--- config.mk ---
export PLATFORM = sky130hd
export DESIGN_NAME = mmia_mdio_slave
export DESIGN_NICKNAME = d
export VERILOG_FILES = /design/src/design/mmia_ext_regs.v /design/src/design/mmia_mdio_slave.v /design/src/design/mmia_sync.v
export VERILOG_INCLUDE_DIRS = /design/src /design/src/design
export SDC_FILE = /design/constraint.sdc
export NUM_CORES = 2
export LEC_CHECK = 0
export ABC_AREA = 0
export ABC_CLOCK_PERIOD_IN_PS = 6300
export BUFFER_PORTS_ARGS = -buffer_cell sky130_fd_sc_hd__clkbuf_2
export CAP_MARGIN = 20
export CORE_UTILIZATION = 40
export CTS_CLUSTER_DIAMETER = 200
export DETAILED_ROUTE_END_ITERATION = 12
export PLACE_DENSITY = 0.64
export SLEW_MARGIN = 20
export SYNTH_ARGS = -nofsm -noshare
export SYNTH_HDL_FRONTEND = slang
export SYNTH_SLANG_ARGS = --single-unit
--- constraint.sdc ---
create_clock -name clock -period 6.3 [get_ports clock]
set_clock_uncertainty 0.2 [all_clocks]
set_input_delay 1.26 -clock clock [delete_from_list [all_inputs] [get_ports clock]]
set_output_delay 1.26 -clock clock [all_outputs]
set_load 0.02 [all_outputs]
--- src/design/mmia_defs.vh ---
// Constants for the management-port slave with indirect extended access.
// Included by every design file of the block; definitions only.
`ifndef MMIA_DEFS_VH
`define MMIA_DEFS_VH

// Frame fields
`define MMIA_START_CODE     2'h1
`define MMIA_OP_READ        2'h2
`define MMIA_OP_WRITE       2'h1
`define MMIA_TA_WRITE       2'h2
`define MMIA_HEADER_BITS    6'h20

// Direct register offsets
`define MMIA_REG_ACCESS_CTRL 5'h0D
`define MMIA_REG_ADDR_DATA   5'h0E

// Access-control fields
`define MMIA_SEL_LSB        0
`define MMIA_SEL_MSB        4
`define MMIA_FUNC_LSB       14
`define MMIA_FUNC_MSB       15
`define MMIA_SEL_VALID      5'h1F
`define MMIA_FUNC_ADDR      2'h0
`define MMIA_FUNC_DATA      2'h1
`define MMIA_FUNC_INC_RW    2'h2
`define MMIA_FUNC_INC_W     2'h3

// Extended register with a side effect
`define MMIA_EXT_CLKOUT     16'h0170
`define MMIA_EXT_CLKOUT_RST 16'h0C10
`define MMIA_EXT_CLKOUT_OFF 16'h0C50
`define MMIA_EXT_DEPTH      64
`define MMIA_EXT_IDX_BITS   6

// Reset values
`define MMIA_DIRECT_RST     16'h0000

`endif

--- src/design/mmia_ext_regs.v ---
// Extended register space reached through the indirect path.
// Assumes writes are single-cycle strobes from the frame logic; reads are combinational.
`default_nettype none
`include "mmia_defs.vh"

module mmia_ext_regs (
    // Clock and control
    input  wire        clock,
    input  wire        reset,
    input  wire        clockEnable,
    // Access
    input  wire [15:0] extAddress,
    input  wire        writeStrobe,
    input  wire [15:0] writeData,
    output wire [15:0] readData,
    // Side effect
    output reg         clockOutEnable
);

    // Only a small window is stored; the rest reads zero and drops writes
    localparam [15:0] CLK_FULL = `MMIA_EXT_CLKOUT;
    localparam [`MMIA_EXT_IDX_BITS-1:0] CLK_IDX = CLK_FULL[`MMIA_EXT_IDX_BITS-1:0];
    reg  [15:0] extMem [0:`MMIA_EXT_DEPTH-1];
    wire        inWindow = (extAddress[15:`MMIA_EXT_IDX_BITS] ==
                            CLK_FULL[15:`MMIA_EXT_IDX_BITS]);
    wire [`MMIA_EXT_IDX_BITS-1:0] index = extAddress[`MMIA_EXT_IDX_BITS-1:0];

    genvar g;
    generate
        for (g = 0; g < `MMIA_EXT_DEPTH; g = g + 1) begin : gEntry
            always @(posedge clock) begin
                if (reset) begin
                    extMem[g] <= (g == CLK_IDX) ? `MMIA_EXT_CLKOUT_RST : 16'h0000;
                end else if (clockEnable && writeStrobe && inWindow && index == g) begin
                    extMem[g] <= writeData;
                end
            end
        end
    endgenerate

    assign readData = inWindow ? extMem[index] : 16'h0000;

    always @(posedge clock) begin
        if (reset) begin
            clockOutEnable <= 1'b1;
        end else if (clockEnable) begin
            clockOutEnable <= (extMem[CLK_IDX] != `MMIA_EXT_CLKOUT_OFF); // see [RULE19]
        end
    end

endmodule
`default_nettype wire

--- src/design/mmia_mdio_slave.v ---
// Management-port slave: frame decoder, 32 direct registers, indirect path.
// Assumes MDC and MDIO are asynchronous pins; clock is much faster than MDC.
//
// Overview of operation
// [RULE1] Frame: idle, start 01, opcode 10 read / 01 write, addresses, turnaround, 16 data.
// [RULE2] Data line sampled on the management clock's rising edge; clock may stop.
// [RULE3] Read: first turnaround bit undriven, device drives 0 then data; write uses 10.
// [RULE4] Bus address latched from straps at reset; only matching frames answered.
// [RULE5] Station keeps the bus idle one clock cycle after reset release.
// [RULE6] Indirect access via access-control 0x0D and address/data 0x0E registers.
// [RULE7] Direct registers reachable indirectly, except 0x0D and 0x0E which are ignored.
// [RULE8] Access-control bits 4:0 select the target device for address/data accesses.
// [RULE9] Only selector 11111 implemented; address/data accesses otherwise ignored.
// [RULE10] Bits 15:14 pick function: address, data, increment both, increment writes.
// [RULE11] Function 00: address/data accesses act on the extended address register.
// [RULE12] Station loads the address register before data-function accesses.
// [RULE13] Function 01: access extended register at address, address unchanged.
// [RULE14] Function 10: address increments after every completed read or write.
// [RULE15] Function 11: address increments after writes only, not reads.
// [RULE16] Unincremented write: 0x001F, address, 0x401F, then data.
// [RULE17] Burst: 0x801F or 0xC01F after loading address, then repeated accesses.
// [RULE18] Station may skip address steps if address register already holds it.
// [RULE19] Extended 0x0170 resets to 0x0C10; writing 0x0C50 disables clock output.
// [RULE20] Data line released except second turnaround bit and read data bits.
`default_nettype none
`include "mmia_defs.vh"

module mmia_mdio_slave (
    // Clock and control
    input  wire        clock,
    input  wire        reset,
    input  wire        clockEnable,
    // Straps
    input  wire [4:0]  busAddressStraps,
    // Management pins
    input  wire        mgmtClock,
    input  wire        mgmtDataIn,
    output reg         mgmtDataOut,
    output reg         mgmtDataOutEnable_n,
    // Device side
    output wire        clockOutEnable
);

    // Frame states
    localparam [4:0] ST_IDLE  = 5'h01;
    localparam [4:0] ST_HEAD  = 5'h02;
    localparam [4:0] ST_TURN  = 5'h04;
    localparam [4:0] ST_DATA  = 5'h08;
    localparam [4:0] ST_WDATA = 5'h10;

    wire        mdcSync;
    wire        mdioSync;
    reg         mdcLast;
    reg  [4:0]  state;
    reg  [5:0]  bitCount;
    reg  [13:0] header;
    reg  [15:0] shiftReg;
    reg  [4:0]  myAddress;
    reg         strapTaken;
    reg  [15:0] directRegs [0:31];
    reg  [15:0] extAddress;
    reg         turnSecond;

    // Both pins pass two flops before any logic sees them
    mmia_sync uSyncMdc (
        .clock       (clock),
        .reset       (reset),
        .clockEnable (clockEnable),
        .asyncIn     (mgmtClock),
        .syncOut     (mdcSync)
    );
    mmia_sync uSyncMdio (
        .clock       (clock),
        .reset       (reset),
        .clockEnable (clockEnable),
        .asyncIn     (mgmtDataIn),
        .syncOut     (mdioSync)
    );

    wire mdcRise = mdcSync & ~mdcLast; // see [RULE2]
    wire mdcFall = ~mdcSync & mdcLast;

    // Decoded header: 01 op(2) phy(5) reg(5); header holds the second start bit and the 12 bits after it
    wire [1:0]  opCode    = header[11:10];
    wire [4:0]  phyField  = header[9:5];
    wire [4:0]  regField  = header[4:0];
    wire        addressed = (phyField == myAddress); // see [RULE4]
    wire        isRead    = (opCode == `MMIA_OP_READ);
    wire        isWrite   = (opCode == `MMIA_OP_WRITE);

    // Indirect path decode
    wire [15:0] accessCtrl = directRegs[`MMIA_REG_ACCESS_CTRL];
    wire [1:0]  func       = accessCtrl[`MMIA_FUNC_MSB:`MMIA_FUNC_LSB]; // see [RULE10]
    wire        selValid   = (accessCtrl[`MMIA_SEL_MSB:`MMIA_SEL_LSB] == `MMIA_SEL_VALID); // see [RULE8] [RULE9]
    wire        isAddrData = (regField == `MMIA_REG_ADDR_DATA);
    // Extended addresses 0..31 alias the direct registers, bar 0x0D and 0x0E
    wire        extIsDirect = (extAddress[15:5] == 11'h000);
    wire        extIsWindow = extIsDirect &&
                              (extAddress[4:0] == `MMIA_REG_ACCESS_CTRL ||
                               extAddress[4:0] == `MMIA_REG_ADDR_DATA); // see [RULE7]

    wire [15:0] extReadData;
    reg  [15:0] indirectRead;
    reg  [15:0] readValue;
    reg         extWrite;
    reg  [15:0] extWriteData;

    mmia_ext_regs uExt (
        .clock          (clock),
        .reset          (reset),
        .clockEnable    (clockEnable),
        .extAddress     (extAddress),
        .writeStrobe    (extWrite),
        .writeData      (extWriteData),
        .readData       (extReadData),
        .clockOutEnable (clockOutEnable)
    );

    // Value returned for a read of the addressed register
    always @* begin
        if (extIsWindow) begin
            indirectRead = 16'h0000;
        end else if (extIsDirect) begin
            indirectRead = directRegs[extAddress[4:0]];
        end else begin
            indirectRead = extReadData;
        end
        if (!isAddrData) begin
            readValue = directRegs[regField];
        end else if (!selValid) begin
            readValue = 16'h0000; // see [RULE9]
        end else if (func == `MMIA_FUNC_ADDR) begin
            readValue = extAddress; // see [RULE11]
        end else begin
            readValue = indirectRead; // see [RULE13]
        end
    end

    // Frame completion strobes
    wire frameDone  = clockEnable && mdcRise && state == ST_DATA && bitCount == 6'h0F;
    wire writeDone  = clockEnable && mdcRise && state == ST_WDATA && bitCount == 6'h0F;
    wire [15:0] wordIn = {shiftReg[14:0], mdioSync};
    wire doWrite    = writeDone && addressed;
    wire doRead     = frameDone && addressed;
    wire indirWrite = doWrite && isAddrData && selValid;
    wire indirRead  = doRead && isAddrData && selValid;

    always @* begin
        extWrite     = indirWrite && func != `MMIA_FUNC_ADDR && !extIsDirect;
        extWriteData = wordIn;
    end

    // Strap capture after reset release, never inside the reset branch
    always @(posedge clock) begin
        if (reset) begin
            strapTaken <= 1'b0;
            myAddress  <= 5'h00;
        end else if (clockEnable && !strapTaken) begin
            strapTaken <= 1'b1;
            myAddress  <= busAddressStraps; // see [RULE4]
        end
    end

    // Frame sequencer
    always @(posedge clock) begin
        if (reset) begin
            state    <= ST_IDLE;
            bitCount <= 6'h00;
            header   <= 14'h0000;
            shiftReg <= 16'h0000;
            // Matches the synchroniser's reset level, so no false rising edge after reset
            mdcLast  <= 1'b1;
        end else if (clockEnable) begin
            mdcLast <= mdcSync;
            if (mdcRise) begin
                case (state)
                    ST_IDLE: begin
                        // A zero after idle ones opens the start code
                        if (!mdioSync) begin
                            state    <= ST_HEAD;
                            bitCount <= 6'h00;
                        end
                    end
                    ST_HEAD: begin
                        header   <= {header[12:0], mdioSync};
                        bitCount <= bitCount + 6'h01;
                        if (bitCount == 6'h00 && !mdioSync) begin
                            state <= ST_IDLE; // see [RULE1]
                        end else if (bitCount == 6'h0C) begin
                            state    <= ST_TURN;
                            bitCount <= 6'h00;
                        end
                    end
                    ST_TURN: begin
                        bitCount <= bitCount + 6'h01;
                        if (bitCount == 6'h01) begin
                            bitCount <= 6'h00;
                            if (isRead) begin
                                state    <= ST_DATA;
                                shiftReg <= readValue;
                            end else if (isWrite) begin
                                state <= ST_WDATA;
                            end else begin
                                state <= ST_IDLE;
                            end
                        end
                    end
                    ST_DATA: begin
                        shiftReg <= {shiftReg[14:0], 1'b0};
                        bitCount <= bitCount + 6'h01;
                        if (bitCount == 6'h0F) begin
                            state <= ST_IDLE;
                        end
                    end
                    ST_WDATA: begin
                        shiftReg <= wordIn;
                        bitCount <= bitCount + 6'h01;
                        if (bitCount == 6'h0F) begin
                            state <= ST_IDLE;
                        end
                    end
                    default: begin
                        state <= ST_IDLE;
                    end
                endcase
            end
        end
    end

    // Direct registers; window writes ignored via indirect path
    genvar r;
    generate
        for (r = 0; r < 32; r = r + 1) begin : gDirect
            always @(posedge clock) begin
                if (reset) begin
                    directRegs[r] <= `MMIA_DIRECT_RST;
                end else if (doWrite && !isAddrData && regField == r) begin
                    directRegs[r] <= wordIn; // see [RULE6]
                end else if (indirWrite && func != `MMIA_FUNC_ADDR && extIsDirect
                             && !extIsWindow && extAddress[4:0] == r) begin
                    directRegs[r] <= wordIn; // see [RULE7]
                end
            end
        end
    endgenerate

    // Extended address register and post-increment
    always @(posedge clock) begin
        if (reset) begin
            extAddress <= 16'h0000;
        end else if (indirWrite && func == `MMIA_FUNC_ADDR) begin
            extAddress <= wordIn; // see [RULE11]
        end else if ((indirWrite && func == `MMIA_FUNC_INC_RW) ||
                     (indirRead && func == `MMIA_FUNC_INC_RW)) begin
            extAddress <= extAddress + 16'h0001; // see [RULE14]
        end else if (indirWrite && func == `MMIA_FUNC_INC_W) begin
            extAddress <= extAddress + 16'h0001; // see [RULE15]
        end
    end

    // Pin drive changes on the falling edge so the station samples stable data
    always @(posedge clock) begin
        if (reset) begin
            mgmtDataOut         <= 1'b1;
            mgmtDataOutEnable_n <= 1'b1;
            turnSecond          <= 1'b0;
        end else if (clockEnable && mdcFall) begin
            turnSecond <= 1'b0;
            if (state == ST_TURN && bitCount == 6'h01 && isRead && addressed) begin
                mgmtDataOut         <= 1'b0; // see [RULE3]
                mgmtDataOutEnable_n <= 1'b0;
                turnSecond          <= 1'b1;
            end else if (state == ST_DATA && addressed) begin
                mgmtDataOut         <= shiftReg[15];
                mgmtDataOutEnable_n <= 1'b0;
            end else begin
                mgmtDataOut         <= 1'b1; // see [RULE20]
                mgmtDataOutEnable_n <= 1'b1;
            end
        end
    end

endmodule
`default_nettype wire

--- src/design/mmia_sync.v ---
// Two-flop synchroniser for one level from outside the clock domain.
// Assumes the destination clock samples an input slower than itself.
`default_nettype none
`include "mmia_defs.vh"

module mmia_sync (
    // Clock and control
    input  wire clock,
    input  wire reset,
    input  wire clockEnable,
    // Level in and out
    input  wire asyncIn,
    output reg  syncOut
);

    reg firstStage;

    // Reset to idle-high, matching the pulled-up line
    always @(posedge clock) begin
        if (reset) begin
            firstStage <= 1'b1;
            syncOut    <= 1'b1;
        end else if (clockEnable) begin
            firstStage <= asyncIn;
            syncOut    <= firstStage;
        end
    end

endmodule
`default_nettype wire

## Word level (Yosys, flattened, before mapping)

Memory sizes are Yosys's and may differ from the RTL's. A register that Yosys moved wholly into a read port is not among the register bits.
Index checks and enable logic that the tools add are counted.

| storage, ports and cells | value |
|---|---|
| register bits after elaboration | 69 |
| bits in writable memories | 1536 |
| logic and storage cells | 1058 |
| memories kept | 2 |

Memories:

| name | depth | width | read ports | clocked after Yosys merged registers in | wr ports | line | source |
|---|---|---|---|---|---|---|---|
| uExt.extMem | 64 | 16 | 2 | 1 | 64 | mmia_ext_regs.v:23 | `` reg [15:0] extMem [0:`MMIA_EXT_DEPTH-1]; `` |
| directRegs | 32 | 16 | 3 | 2 | 32 | mmia_mdio_slave.v:60 | `reg [15:0] directRegs [0:31];` |

| cells by class | value |
|---|---|
| $add $sub $neg | 2 |
| equal/unequal tests | 146 |
| multiplexer cells | 581 |
| bitwise gates (word level) | 132 |
| reductions and logical operators | 180 |

Operators with widths:

| cell | count |
|---|---|
| two-way mux 16 bit | 139 |
| two-way mux 1 bit | 422 |
| == test 6 bit, second input constant | 32 |
| == test 5 bit, second input constant | 34 |
| logical AND 1 bit | 158 |
| bitwise OR 1 bit | 128 |
| == test 6 x 5 -> 1 bit, second input constant | 16 |
| == test 5 x 4 -> 1 bit, second input constant | 17 |
| == test 6 x 4 -> 1 bit, second input constant | 10 |
| two-way mux 5 bit | 11 |
| one-hot mux 16 bit (3 select lines) | 1 |
| == test 5 x 3 -> 1 bit, second input constant | 9 |
| two-way mux 6 bit | 6 |
| == test 5 x 2 -> 1 bit, second input constant | 5 |
| == test 6 x 3 -> 1 bit, second input constant | 4 |
| one-hot mux 6 bit (4 select lines) | 1 |
| one-hot mux 5 bit (4 select lines) | 1 |
| adder 16 x 1 -> 16 bit, second input constant | 1 |
| != test 16 x 12 -> 1 bit, second input constant | 1 |
| == test 5 x 1 -> 1 bit, second input constant | 3 |
| == test 6 x 1 -> 1 bit, second input constant | 2 |
| == test 6 x 2 -> 1 bit, second input constant | 2 |
| logical NOT 6 bit | 2 |
| logical NOT 11 bit | 1 |
| 22 further kinds | 35 |

## Depth between registers and ports, before layout

| depth | value |
|---|---|
| depth in word-level cells | 17 |
| mapped depth | 12 |
| mapped depth without buffers | 9 |

## Cells and area by module

Synthesis repeated with hierarchy kept, for this count alone.

| second synthesis, totals | value |
|---|---|
| cells, all modules | 5547 |
| area total of the unflattened synthesis | 78521.6 sq um |

Modules (own cells, without submodules):

| module | times used | cells each | area an instance (sq um) | seq. area each (sq um) |
|---|---|---|---|---|
| mmia_ext_regs | 1 | 3223 | 48063.6 | 30769.5 |
| mmia_mdio_slave | 1 | 2312 | 30317.8 | 16856.2 |
| mmia_sync | 2 | 6 | 70.1 | 40.0 |

## Worst setup path after synthesis

Ideal clock, no wire load.

| timing path | value |
|---|---|
| kind | input to register |
| from | input port clockEnable |
| to | memory uExt.extMem[0][0], enable pin |
| arrival | 4.192 ns |
| data required time | 5.689 ns |
| setup slack | 1.497 ns |
| stages | 8 |
| buffers on the path | 2 |
| cell sequence | and3b_1 and4_1 nand4_4 nor4_4 buf_4 nand3_2 clkbuf_1 o21ai_0 |

RTL lines:

| what | line | source |
|---|---|---|
| start, declared | mmia_mdio_slave.v:32 | `input wire clockEnable,` |
| end, declared | mmia_ext_regs.v:23 |  |

==> results.cfg <==
[status]
status = finished clean

[die]
die_h_um = 442
dieArea_mm2 = 0.195
core_mm2 = 0.192
rows = 161
start_util = 0.403
io_pins = 13
fp.dieW_um = 442

[clocking]
cts_setup_buffers = 0
numCtsBuffers = 169
clock_latency_ps = 830
clockBufferDepth = 3
cts_tree = done
ctsHoldBuffers = 0
cts.reportedPaths.clkPinSlew_ps = 60
cts_resized = 0
clockRootBuffer = clkbuf_16
cts_sinks = 1616
cts_max_level = 4

[sta]
setup_viol = 0
hold_viol = 0
fin_hold_ws_ps = 270
setup_tns_ps = 0
period_minus_slack_ps = 4800
setup_ws_ps = 1500
rsz0062_at_grt = no
relSlewSlack = 0.170
drv_slew = 0
worst_slew_pin_slew_ps = 1240
fin_crit_sh = 0.762
max_freq_mhz = 208

[layout]
multi_input_area_mm2 = 0.0276
drive_above_1_share = 0.205
final_cell_count_no_fill = 7814
area_growth_syn_to_layout_pct = 10.2
fin_nets = 5167
mostFrequentLayoutCell = edfxtp_1
layout_common_cells = edfxtp_1, and2_1, nor2_1
nFillCells = 16800
seqCellArea_mm2 = 0.0478

[yosys]
yosysWarnings = 0
synth_seq_cells = 1616
netlist_area_mm2 = 0.0775
synthArstFlopShare = 0
synth_top_flop_cell = edfxtp_1
synth_edf_count = 1536
yosysSeqAreaShare = 0.616
netlist_instances = 5320
postSynthAreaPerCell_um2 = 14.6
synth_cell_type_count = 80

[global_routing]
grt_max_degree = 76
grtUsageTotal = 0.234
grt_overflow = 0
antenna_found_initial = 7
grt_pass1_vias = 45600
grt_pass1_wl_mm = 333

[placed_design]
port_buffers = 12
place_inst = 7500
dp_slack_ps = 912
dp_hpwl_mm = 147
gp_congestion = 0.987

[min_path]
hp-class = register to register

[drt]
drcViolationCount = 0
ant_nets = 0
drtIter0Drc = 6502
vias_per_cell = 6.03
dr.pass1.iters = 9
avgRoutedWirePerCell_um = 29.7
vias = 47100
drt_wl_total_mm = 232

[worst_setup_path]
end_kind = register
critPathKind = register to register
critPathLaunchType = register
worstPathArrival_ps = 4920
required_ps = 6420
path_max_fanout = 17

[flow_run]
maxCapViolCount = 0

[pwr]
cellPowerDensity_mw_per_mm2 = 269
peakVddDrop_mv = 0.253
p_leak_nw = 26.6
## per-stage QoR
stage / utilization / power [mW] / cell area (um^2)
5_1_grt: 0.444 / 23.6 / 85400
3_3_place_gp: 0.416 / 13.4 / 80100
4_1_cts: 0.444 / 23.1 / 85400
3_5_place_dp: 0.416 / 13.5 / 80100
6_report: 0.444 / 23.0 / 85400
2_1_floorplan: - / 13.1 / 77500
## kinds of logic (layout without fill, tap and decap cells)
kind of cell             count (synthesis)  in the layout  synth area share
multiplexers                           673            673             0.175
AND/OR/NAND/NOR                       2049           2049             0.140
buffers and inverters                  564            514            0.0297
AO/OA/AOI/OAI                          394            394            0.0355
flip-flops                            1616           1616             0.616
other                                    1             19         0.0000484
XOR/XNOR                                12             12           0.00136
adder cells (fa/ha/maj)                 11             11           0.00178
## layer usage
layer	share of wire	global-route usage	routed length, um
met1	0.39	0.316	89600
met2	0.46	0.360	107000
met3	0.11	0.0637	25100
met4	0.043	0.0915	10000
met5	0.000030	0	7
## worst paths after layout
kind | start | to | slack (ps) | cells past startpoint
max | extAddress[2] | directRegs[19][8] | 1500 | 7
min | uSyncMdio.firstStage | uSyncMdio.syncOut | 270 | 2
max reg2reg | extAddress[2] | directRegs[19][8] | 1500 | 7
min reg2reg | uSyncMdio.firstStage | uSyncMdio.syncOut | 270 | 2
## synth_stat cells (all sizes together) (7+ instances only)
library cell / instances / area [um^2]
a211oi: 19 / 143
a21oi: 44 / 220
a221o: 7 / 70.1
a221oi: 12 / 105
a222oi: 7 / 70.1
a22oi: 73 / 548
a31oi: 7 / 43.8
a32oi: 19 / 241
and2: 961 / 6010
buf: 137 / 651
clkbuf: 407 / 1570
dfxtp: 80 / 1600
edfxtp: 1536 / 46100
ha: 11 / 138
inv: 19 / 71.3
mux2: 26 / 293
mux2i: 103 / 1030
mux4: 544 / 12300
nand2: 168 / 631
nand2b: 12 / 75.1
nand3: 37 / 225
nand3b: 7 / 52.6
nand4: 24 / 165
nor2: 582 / 2190
nor2b: 22 / 138
nor3: 170 / 851
nor3b: 7 / 52.6
nor4: 22 / 180
o211ai: 11 / 82.6
o21a: 18 / 135
o21ai: 96 / 480
o22a: 11 / 96.3
o22ai: 35 / 219
or3: 11 / 73.8
xor2: 9 / 78.8
## final cells by class
type	count	share of cell area
flip-flops and latches	1616	0.559
multi-input cells	3155	0.324
clock buffers	212	0.0523
well taps	2526	0.0370
repair buffers	184	0.0175
clock inverters	98	0.00928
inverters	20	0.000908
diodes	3	0.0000879
## state kept, by name, indices dropped and copies added (netlist names), 5 cells and up, named ones only
signal,flops
bitCount,6
directRegs,512
extAddress,16
header,12
myAddress,5
shiftReg,16
state,5
uExt.extMem,1024
## power by group
part / internal, mW / leakage, nW / switching, mW
combinational: 0.311 / 8.80 / 0.521
sequential: 12.2 / 15.2 / 0.200
clock: 5.37 / 2.57 / 4.35
total: 17.9 / 26.6 / 5.08
## worst max-delay path, cell delays in order (launching register included)
cell and delay, ps:
dfxtp_1 550, and2_1 610, o211ai_1 350, or3b_1 310, nor4_4 60, nand2_1 460, o32a_1 920, nand2_1 810
(Power assumes the default switching activity.)
